File: config.mk
export PLATFORM = sky130hd
export DESIGN_NAME = ewsc_cfg_regs
export DESIGN_NICKNAME = d
export VERILOG_FILES = /design/src/ewsc_pkg.sv /design/src/ewsc_wr_if.sv /design/src/ewsc_subsys_store.sv /design/src/ewsc_window_decode.sv /design/src/ewsc_cfg_regs.sv
export SDC_FILE = /design/constraint.sdc
export NUM_CORES = 1
export LEC_CHECK = 0
export ABC_AREA = 0
export BUFFER_PORTS_ARGS = -buffer_cell sky130_fd_sc_hd__buf_2
export CORE_MARGIN = 2
export CORE_UTILIZATION = 45
export DETAILED_ROUTE_END_ITERATION = 8
export PLACE_DENSITY = 0.85
export SYNTH_ARGS = -nofsm -noshare
export SYNTH_HDL_FRONTEND = slang
export SYNTH_SLANG_ARGS = --single-unit
File: constraint.sdc
create_clock -name clk_sys -period 1.7 [get_ports clk_sys]
set_clock_uncertainty 0.05 [all_clocks]
set_input_delay 0.085 -clock clk_sys [delete_from_list [all_inputs] [get_ports clk_sys]]
set_output_delay 0.085 -clock clk_sys [all_outputs]
set_load 0.05 [all_outputs]
File: src/ewsc_pkg.sv
package ewsc_pkg;

  // ****************************************
  // Configuration offsets
  // ****************************************
  localparam logic [7:0] OFF_EXT_BASE = 8'h14;
  localparam logic [7:0] OFF_SUBSYS = 8'h2c;
  localparam logic [7:0] OFF_CAP_PTR = 8'h34;
  localparam logic [7:0] OFF_PM_CAP = 8'h44;
  localparam logic [7:0] OFF_PM_CSR = 8'h48;
  localparam logic [7:0] OFF_SUBSYS_ACCESS = 8'hf8;

  // ****************************************
  // Extension window base fields
  // ****************************************
  localparam int EXT_BASE_LSB = 11;
  localparam int EXT_BASE_W = 21;
  localparam logic [20:0] EXT_BASE_RESET = 21'h000000;
  localparam logic [6:0] EXT_WINDOW_SIZE = 7'h00;
  localparam logic EXT_WINDOW_PREFETCHABLE = 1'b0;
  localparam logic [1:0] EXT_WINDOW_MEM_TYPE = 2'h0;
  localparam logic EXT_WINDOW_SPACE_INDICATOR = 1'b0;

  // ****************************************
  // Subsystem identification fields
  // ****************************************
  localparam int SUBSYS_DEVICE_LSB = 16;
  localparam int SUBSYS_VENDOR_LSB = 0;
  localparam logic [31:0] SUBSYS_RESET = 32'h00000000;

  // ****************************************
  // Capability list and power management
  // ****************************************
  localparam logic [7:0] CAP_PTR_VALUE = 8'h44;
  localparam logic [7:0] PM_CAP_ID = 8'h01;
  localparam logic [7:0] PM_NEXT_PTR = 8'h00;
  localparam logic [15:0] PM_CAPS_VALUE = 16'h0002;
  localparam int PM_STATE_LSB = 0;
  localparam logic [1:0] PM_STATE_RESET = 2'h0;

endpackage

File: src/ewsc_wr_if.sv
`timescale 1ns/100ps
`default_nettype none

interface ewsc_wr_if;
  logic wrEn;
  logic [7:0] addr;
  logic [3:0] byteEn;
  logic [31:0] data;

  modport source(output wrEn, output addr, output byteEn, output data);
  modport store(input wrEn, input addr, input byteEn, input data);
endinterface

`default_nettype wire

File: src/ewsc_subsys_store.sv
`timescale 1ns/100ps
`default_nettype none

module ewsc_subsys_store
  import ewsc_pkg::*;
(
  input wire logic clk_sys,
  input wire logic rstn,
  ewsc_wr_if.store wrPort,
  input wire logic eepromLoad,
  input wire logic [31:0] eepromData,
  output logic [31:0] ident
);

  logic [31:0] next_ident;
  logic [31:0] mergedData;
  logic accessHit;

  // ****************************************
  // Byte lane merge
  // ****************************************
  genvar lane;
  generate
    for (lane = 0; lane < 4; lane++) begin : gLane
      assign mergedData[lane*8 +: 8] = wrPort.byteEn[lane] ?
        wrPort.data[lane*8 +: 8] : ident[lane*8 +: 8];
    end
  endgenerate

  // Writes to the own offset reach here but are ignored; only the access alias updates ident
  assign accessHit = wrPort.wrEn && ({wrPort.addr[7:2], 2'b00} == OFF_SUBSYS_ACCESS);

  always_comb begin
    next_ident = ident;
    // Loader wins over a coincident software write
    if (eepromLoad) begin
      next_ident = eepromData;
    end else if (accessHit) begin
      next_ident = mergedData;
    end
  end

  always_ff @(posedge clk_sys or negedge rstn) begin
    if (!rstn) begin
      ident <= SUBSYS_RESET;
    end else begin
      ident <= next_ident;
    end
  end

endmodule

`default_nettype wire

File: src/ewsc_window_decode.sv
`timescale 1ns/100ps
`default_nettype none

module ewsc_window_decode
  import ewsc_pkg::*;
(
  input wire logic clk_sys,
  input wire logic rstn,
  input wire logic [20:0] basePtr,
  input wire logic decodeEnable,
  input wire logic memValid,
  input wire logic [31:0] memAddr,
  output logic hit,
  output logic [10:0] offset
);

  logic next_hit;
  logic [10:0] next_offset;

  always_comb begin
    next_hit = decodeEnable && memValid &&
      (memAddr[31:EXT_BASE_LSB] == basePtr);
    next_offset = next_hit ? memAddr[EXT_BASE_LSB-1:0] : 11'h000;
  end

  always_ff @(posedge clk_sys or negedge rstn) begin
    if (!rstn) begin
      hit <= 1'b0;
      offset <= 11'h000;
    end else begin
      hit <= next_hit;
      offset <= next_offset;
    end
  end

endmodule

`default_nettype wire

File: src/ewsc_cfg_regs.sv
`timescale 1ns/100ps
`default_nettype none

module ewsc_cfg_regs
  import ewsc_pkg::*;
(
  input wire logic clk_sys,
  input wire logic rstn,
  input wire logic cfgWrEn,
  input wire logic cfgRdEn,
  input wire logic [7:0] cfgAddr,
  input wire logic [3:0] cfgByteEn,
  input wire logic [31:0] cfgWrData,
  output logic [31:0] cfgRdData,
  output logic cfgRdValid,
  input wire logic eepromLoad,
  input wire logic [31:0] eepromData,
  input wire logic memDecodeEnable,
  input wire logic memValid,
  input wire logic [31:0] memAddr,
  output logic extWindowHit,
  output logic [10:0] extRegOffset,
  output logic [20:0] ext_window_base_ptr,
  output logic [31:0] subsysIdent,
  output logic [1:0] powerState
);

  // ****************************************
  // Internal signals
  // ****************************************
  logic [20:0] next_basePtr;
  logic [1:0] next_powerState;
  logic [31:0] next_rdData;
  logic next_rdValid;
  logic [7:0] dwordAddr;
  logic [31:0] baseWord;
  logic [31:0] identWord;
  logic [15:0] subsys_device_id;
  logic [15:0] subsys_vendor_id;

  ewsc_wr_if wrBus();

  assign dwordAddr = {cfgAddr[7:2], 2'b00};

  // Same write strobe feeds the ident store, which filters the alias itself
  assign wrBus.wrEn = cfgWrEn;
  assign wrBus.addr = cfgAddr;
  assign wrBus.byteEn = cfgByteEn;
  assign wrBus.data = cfgWrData;

  // ****************************************
  // Submodules
  // ****************************************
  ewsc_subsys_store uStore (
    .clk_sys(clk_sys),
    .rstn(rstn),
    .wrPort(wrBus),
    .eepromLoad(eepromLoad),
    .eepromData(eepromData),
    .ident(identWord)
  );

  ewsc_window_decode uDecode (
    .clk_sys(clk_sys),
    .rstn(rstn),
    .basePtr(ext_window_base_ptr),
    .decodeEnable(memDecodeEnable),
    .memValid(memValid),
    .memAddr(memAddr),
    .hit(extWindowHit),
    .offset(extRegOffset)
  );

  assign subsysIdent = identWord;
  assign subsys_device_id = identWord[SUBSYS_DEVICE_LSB +: 16];
  assign subsys_vendor_id = identWord[SUBSYS_VENDOR_LSB +: 16];

  // ****************************************
  // Read views
  // ****************************************
  // Low bits are constants, so sizing by writing all ones reads FFFF F800h
  assign baseWord = {ext_window_base_ptr,
                     EXT_WINDOW_SIZE,
                     EXT_WINDOW_PREFETCHABLE,
                     EXT_WINDOW_MEM_TYPE,
                     EXT_WINDOW_SPACE_INDICATOR};

  // ****************************************
  // Writable state
  // ****************************************
  always_comb begin
    next_basePtr = ext_window_base_ptr;
    next_powerState = powerState;
    if (cfgWrEn && (dwordAddr == OFF_EXT_BASE)) begin
      // Byte 0 holds only constant bits, so its enable is ignored
      if (cfgByteEn[1]) begin
        next_basePtr[4:0] = cfgWrData[15:11];
      end
      if (cfgByteEn[2]) begin
        next_basePtr[12:5] = cfgWrData[23:16];
      end
      if (cfgByteEn[3]) begin
        next_basePtr[20:13] = cfgWrData[31:24];
      end
    end else if (cfgWrEn && (dwordAddr == OFF_PM_CSR)) begin
      if (cfgByteEn[0]) begin
        next_powerState = cfgWrData[PM_STATE_LSB +: 2];
      end
    end
  end

  always_ff @(posedge clk_sys or negedge rstn) begin
    if (!rstn) begin
      ext_window_base_ptr <= EXT_BASE_RESET;
      powerState <= PM_STATE_RESET;
    end else begin
      ext_window_base_ptr <= next_basePtr;
      powerState <= next_powerState;
    end
  end

  // ****************************************
  // Read path
  // ****************************************
  // One cycle of latency keeps the read data straight from a flop
  always_comb begin
    next_rdValid = cfgRdEn;
    next_rdData = 32'h00000000;
    if (cfgRdEn) begin
      if (dwordAddr == OFF_EXT_BASE) begin
        next_rdData = baseWord;
      end else if (dwordAddr == OFF_SUBSYS) begin
        next_rdData = {subsys_device_id, subsys_vendor_id};
      end else if (dwordAddr == OFF_SUBSYS_ACCESS) begin
        next_rdData = {subsys_device_id, subsys_vendor_id};
      end else if (dwordAddr == OFF_CAP_PTR) begin
        next_rdData = {24'h000000, CAP_PTR_VALUE};
      end else if (dwordAddr == OFF_PM_CAP) begin
        next_rdData = {PM_CAPS_VALUE, PM_NEXT_PTR, PM_CAP_ID};
      end else if (dwordAddr == OFF_PM_CSR) begin
        next_rdData = {30'h00000000, powerState};
      end else begin
        next_rdData = 32'h00000000;
      end
    end
  end

  always_ff @(posedge clk_sys or negedge rstn) begin
    if (!rstn) begin
      cfgRdData <= 32'h00000000;
      cfgRdValid <= 1'b0;
    end else begin
      cfgRdData <= next_rdData;
      cfgRdValid <= next_rdValid;
    end
  end

endmodule

`default_nettype wire

==> flow_metrics.env, run 1 <==
export IMPL_drive_above_1_share=0.5000
export IMPL_netlist_area_mm2=0.004327
export IMPL_numCtsBuffers=9
export IMPL_p_total_mw=5.409
export IMPL_yosys_warnings=0
export IMPL_gp_congestion=0.8983
export IMPL_wl_per_cell_um=18.20
export IMPL_grt_max_degree=48
export IMPL_clk_pin_slew_ns=0.11
export IMPL_hold_viol_final=0
export IMPL_cts_max_level=3
export IMPL_period_minus_slack_ns=1.663
export IMPL_num_antenna_cells=0
export IMPL_path_class="input pin to register"
export IMPL_postPlaceCellArea_mm2=0.005693
export IMPL_grt_usage=0.2567
export IMPL_antenna_found_initial=0
export IMPL_die_area_mm2=0.01042
export IMPL_synthDistinctLibCells=36
export IMPL_core_area_mm2=0.009284
export IMPL_powerDensity_mw_per_mm2=838.0
export IMPL_overflow=0
export IMPL_setup_viol=0
export IMPL_drv_slew=0
export IMPL_grt_pass1_vias=4185
export IMPL_port_buffers=212
export IMPL_yosysSeqAreaShare=0.5784
export IMPL_cap_violations=0
export IMPL_layout_setup_ws_ns=0.03669
export IMPL_vias=3919
export IMPL_die_h_um=102.1
export IMPL_vias_per_cell=5.163
export IMPL_cts_root_buf="clkbuf_8"
export IMPL_layoutNonFillerInstCount=759
export IMPL_cts_max_path_buffers=2
export IMPL_drc_errors=0
export IMPL_worst_path_max_fanout=8
export IMPL_fp_dieW_um=102.1
export IMPL_routed_wl_mm=13.82
export IMPL_power_leakage_nw=3.418
export IMPL_cts_tree="done"
export IMPL_ant_nets=0
export IMPL_synth_fp_nets=455
export IMPL_irDropWorstVdd_v=0.0005153
export IMPL_critPathSlowestCell="dlygate4sd3_1"
export IMPL_endpoint_kind="register"
export IMPL_area_delta_synth_final_pct=49.19
export IMPL_fmax_ghz=0.6012
export IMPL_syn_inst=340
export IMPL_fin_nets=740
export IMPL_slowest_delay_ns=0.58
export IMPL_cts_num_sinks=100
export IMPL_rows=35
export IMPL_synth_seq_cells=100
export IMPL_status="complete, no violations"
export IMPL_dp_hpwl_mm=9.248
export IMPL_fin_crit_sh=0.9784
export IMPL_dp_worst_setup_slack_ns=0.08404
export IMPL_first_pass_iters=4
export IMPL_crit_arrival_ns=1.87
export IMPL_clock_latency_ns=0.36
export IMPL_start_util=0.4660
export IMPL_hp_class="input pin to register"
export IMPL_nFillCells=678
export IMPL_crit_chain="buf_2 -> nand4b_1 -> buf_4 -> nor3_4 -> buf_6 -> mux2i_1 -> o21ai_0 -> dlygate4sd3_1"
export IMPL_io_pins=215
export IMPL_whs_ns=0.01143
export IMPL_avgSynthCellArea_um2=12.73
export IMPL_tightest_slew_ns=0.5873
export IMPL_grt_pass1_wl_mm=20.11
export IMPL_start_kind="input pin"
export IMPL_cp_required_ns=1.90
export IMPL_drt_iter0_drc=145
export IMPL_placed_cells=686
export IMPL_final_cell_area_mm2=0.006455
export IMPL_timing_slew_headroom=0.6085
## path summary, 6_finish.rpt
path,slack [ns],depth (start not counted),end,startpoint
min in group asynchronous,0.13,2,cfgRdData[5]$_DFF_PN0_,rstn
setup / recovery,0.04,8,uStore.ident[3]$_DFFE_PN0P_,cfgAddr[2]
hold reg to reg,0.47,1,cfgRdData[9]$_DFF_PN0_,uStore.ident[9]$_DFFE_PN0P_
hold / removal,0.01,3,uStore.ident[20]$_DFFE_PN0P_,eepromData[20]
setup reg to reg,0.09,5,uDecode.offset[6]$_DFF_PN0_,ext_window_base_ptr[6]$_DFFE_PN0P_
max in group asynchronous,0.87,3,ext_window_base_ptr[7]$_DFFE_PN0P_,rstn
## placed cells by master (no fill, tap or decap), types with 2 or more instances in the layout
cell type	Yosys	routed
clkinvlp_4	0	2
nor2_1	8	7
buf_4	0	15
xnor2_1	2	2
mux2_2	55	55
nand4_1	3	3
inv_6	0	3
nand2_1	25	25
mux2i_1	16	16
buf_2	2	211
dlygate4sd3_1	0	55
a22o_1	20	20
nor2b_1	3	3
a21oi_1	3	3
nor3_1	12	12
nor2_2	2	3
nor4_1	4	2
o21ai_1	1	2
a31oi_2	2	2
o21ai_0	15	14
nor4_2	0	2
dfrtp_1	100	98
and2_1	7	7
clkbuf_8	0	9
buf_12	0	6
nand4b_1	2	2
inv_1	17	17
xor2_1	16	16
and3_1	3	3
dfrtp_2	0	2
## metal layers
layer	track usage	vias up	share of wire
li1	-	1767	-
met1	0.2729	1901	0.37
met2	0.4818	207	0.53
met3	0.06224	44	0.072
met4	0.1097	0	0.029
met5	0	-	0
## where the power goes
part           internal [mW]  total [mW]  switching (mW)
combinational          0.475        1.34           0.862
sequential              2.51        2.64           0.124
clock                  0.561        1.43           0.872
total                   3.55        5.41            1.86
## cell type report
| type | count | area (um^2) | area share |
|---|---|---|---|
| inverter | 17 | 63.81 | 0.009886 |
| sequential | 100 | 2505 | 0.3881 |
| multi-input combinational | 209 | 1694 | 0.2625 |
| clock buffer | 10 | 127.6 | 0.01977 |
| timing repair buffer | 288 | 1851 | 0.2867 |
| clock inverter | 6 | 52.55 | 0.008141 |
| tap | 129 | 161.4 | 0.02500 |
## critical path, delay by kind of cell
| family | cells | cell delay [ns] |
|---|---|---|
| AND/OR/NAND/NOR | 2 | 0.40 |
| AO/OA/AOI/OAI | 1 | 0.11 |
| multiplexers | 1 | 0.21 |
| buffers and inverters | 4 | 1.07 |
## stage by stage
| stage | TNS, ns | utilization |
|---|---|---|
| floorplan | 0 | - |
| global placement | 0 | 0.6132 |
| detailed placement | 0 | 0.6132 |
| global route | -0.06162 | 0.6953 |
| finish | 0 | 0.6953 |
| CTS | 0 | 0.6919 |
## registers in the layout, indices dropped and copies added, names as in the netlist
name	count
powerState	2
ext_window_base_ptr	21
cfgRdValid	1
cfgRdData	32
uDecode.offset	11
uDecode.hit	1
uStore.ident	32
## cells in the mapped netlist (all sizes together)
library cell,instances,area (um^2)
nor3,13,76.33
a221oi,1,8.760
a2111oi,1,8.760
nor2,10,42.54
mux2,55,619.3
a31oi,2,25.02
nand2,25,93.84
xor2,16,140.1
a211oi,1,7.510
or4b,1,13.76
a22oi,1,7.510
a21oi,4,31.28
nor4,4,25.02
nand4b,2,17.52
nand4,3,18.77
buf,7,55.05
clkbuf,7,26.28
o21ai,16,80.07
and3,3,18.77
inv,17,63.81
and2,7,43.79
mux2i,16,160.2
nor2b,3,18.77
and4b,1,10.01
a222oi,1,10.01
xnor2,2,17.52
a22o,20,175.2
dfrtp,100,2502
o31a,1,8.760
## cells by family (layout without fill, tap and decap cells)
family	Yosys count	in the layout	synth area share
DFF	100	100	0.5784
muxes	71	71	0.1802
xor gates and xnor gates	18	18	0.03644
AOI/OAI and AO/OA	48	48	0.08386
buffers and inverters	31	321	0.03355
and+or+nand+nor	72	72	0.08762
## what timing repair did
item / 4_1_cts / 5_1_grt
resized for setup: 0 / 4
endpoints found under the hold margin: 149 / 0
setup buffers: 0 / 2
hold buffers: 55 / 0
endpoints found under the setup margin: 0 / 18
(Power assumes the default switching activity.)
==> inputs of run 2 (changes only) <==
--- a/config.mk
+++ b/config.mk
@@ -7,7 +7,7 @@
 export LEC_CHECK = 0
 export ABC_AREA = 0
 export BUFFER_PORTS_ARGS = -buffer_cell sky130_fd_sc_hd__buf_2
-export CORE_MARGIN = 2
+export CORE_MARGIN = 5
 export CORE_UTILIZATION = 45
 export DETAILED_ROUTE_END_ITERATION = 8
 export PLACE_DENSITY = 0.85
==> run 2 against run 1 <==
Cell area fell by 0.16%. Utilization fell by 0.43 points. Cell count did not move. Register-to-register slack barely moved. Wire length rose by 2.6%. Hold slack improved by 0.014 ns. First-iteration DRC count rose by 6.9%. Flip-flop and latch count did not move. Largest cell class unchanged. Largest power group unchanged.
==> flow_metrics.env, run 2 (synthesis gave the netlist of run 1 again) <==
export IMPL_fmax_ghz=0.6157
export IMPL_cts_tree="done"
export IMPL_start_util=0.4638
export IMPL_reg_largest_list="cfgRdData: 32 flops, uStore.ident: 32 flops, ext_window_base_ptr: 21 flops"
export IMPL_port_buffers=212
export IMPL_drc_errors=0
export IMPL_path_class="input pin to register"
export IMPL_grt_pass1_vias=4337
export IMPL_io_pins=215
export IMPL_status="complete, no violations"
export IMPL_wl_per_cell_um=18.68
export IMPL_drive_above_1_share=0.5016
export IMPL_drv_slew=0
export IMPL_die_h_um=108.1
export IMPL_grt_max_degree=37
export IMPL_p_total_mw=5.397
export IMPL_layout_commonest_cell="buf_2"
export IMPL_ant_nets=0
export IMPL_grt_pass1_wl_mm=21.56
export IMPL_cp_required_ns=1.90
export IMPL_first_pass_iters=4
export IMPL_setup_tns_ns=0
export IMPL_powerDensity_mw_per_mm2=837.4
export IMPL_area_delta_synth_final_pct=48.96
export IMPL_cts_root_buf="clkbuf_8"
export IMPL_vias=3858
export IMPL_start_kind="input pin"
export IMPL_numCtsBuffers=9
export IMPL_core_area_mm2=0.009328
export IMPL_dp_hpwl_mm=9.846
export IMPL_fin_nets=740
export IMPL_vias_per_cell=5.083
export IMPL_setup_viol=0
export IMPL_fp_dieW_um=108.1
export IMPL_grt_usage=0.2423
export IMPL_cap_violations=0
export IMPL_timing_slew_headroom=0.6048
export IMPL_worst_path_max_fanout=8
export IMPL_num_antenna_cells=0
export IMPL_rows=35
export IMPL_die_area_mm2=0.01168
export IMPL_gp_congestion=0.8293
export IMPL_endpoint_kind="register"
export IMPL_cts_max_level=3
export IMPL_hold_viol_final=0
export IMPL_cts_num_sinks=100
export IMPL_power_leakage_nw=3.422
export IMPL_clk_pin_slew_ns=0.11
export IMPL_irDropWorstVdd_v=0.0005060
export IMPL_overflow=0
export IMPL_antenna_found_initial=0
export IMPL_drt_iter0_drc=155
export IMPL_routed_wl_mm=14.18
export IMPL_clock_latency_ns=0.36
export IMPL_period_minus_slack_ns=1.624
export IMPL_fin_crit_sh=0.9555
export IMPL_cts_max_path_buffers=2
export IMPL_tightest_slew_ns=0.5927
export IMPL_crit_arrival_ns=1.82
export IMPL_final_cell_mix="211 x buf_2, 98 x dfrtp_1, 56 x dlygate4sd3_1"
export IMPL_hp_class="input pin to register"
run 2: cell count changes in the layout (fill, tap and decap cells not counted), sizes merged:
cell,previous run,this run
dlygate4sd3,55,56
buf,233,232
clkinv,0,2
clkinvlp,2,0
run 2: cell type report:
cell class / count / area (um^2)
Clock buffer: 10 / 127.6
Clock inverter: 6 / 51.30
Fill cell: 663 / 2883
Inverter: 17 / 63.81
Multi-Input combinational cell: 209 / 1704
Sequential cell: 100 / 2505
Tap cell: 129 / 161.4
Timing Repair Buffer: 288 / 1832
run 2: worst max-delay path: stages:
cell and delay, ns:
buf_2 0.11, nand4b_1 0.22, buf_6 0.17, nor3_4 0.15, buf_6 0.18, mux2i_2 0.24, o21ai_1 0.08, dlygate4sd3_1 0.57
run 2: report_power, final:
group	internal, mW	switching, mW	leakage [nW]	total (mW)
Combinational	0.471	0.860	2.01	1.33
Sequential	2.51	0.126	1.32	2.64
Clock	0.561	0.865	0.0936	1.43
Total	3.55	1.85	3.42	5.40
run 2: what timing repair did:
item,4_1_cts,5_1_grt
hold buffers,57,0
resized for setup,0,8
buffers inserted,0,1
endpoints found under the setup margin,0,15
endpoints found under the hold margin,144,0
run 2: metrics by stage:
stage               area, um^2  std cells  setup WS [ns]  hold WS [ns]    util
floorplan                 4329        340       0.007950       -0.2606       -
global placement          5668        686         0.1205      -0.01498  0.6076
detailed placement        5668        686        0.04932      -0.01016  0.6076
CTS                       6417        759        0.03624       0.01015  0.6880
global route              6445        759     -0.0007481       0.02063  0.6909
finish                    6445        759        0.07573       0.02576  0.6909
run 2: layer usage:
layer	wire length, um	global-route usage	up-vias
li1	-	-	1765
met1	5133	0.2623	1856
met3	1151	0.06030	44
met4	495	0.1082	0
met2	7401	0.4449	193
met5	0	0	-
run 2: path summary, 6_finish.rpt:
path                                                         start                                   to  slack (ns)  cells past startpoint
worst max-delay path                                    cfgAddr[2]          uStore.ident[7]$_DFFE_PN0P_        0.08                      8
worst min-delay path                                eepromData[23]         uStore.ident[23]$_DFFE_PN0P_        0.03                      3
worst max register to register  ext_window_base_ptr[0]$_DFFE_PN0P_          uDecode.offset[7]$_DFF_PN0_        0.08                      5
worst min register to register         uStore.ident[8]$_DFFE_PN0P_               cfgRdData[8]$_DFF_PN0_        0.46                      1
max in group asynchronous                                     rstn              cfgRdData[10]$_DFF_PN0_        0.85                      3
min in group asynchronous                                     rstn  ext_window_base_ptr[12]$_DFFE_PN0P_        0.14                      2
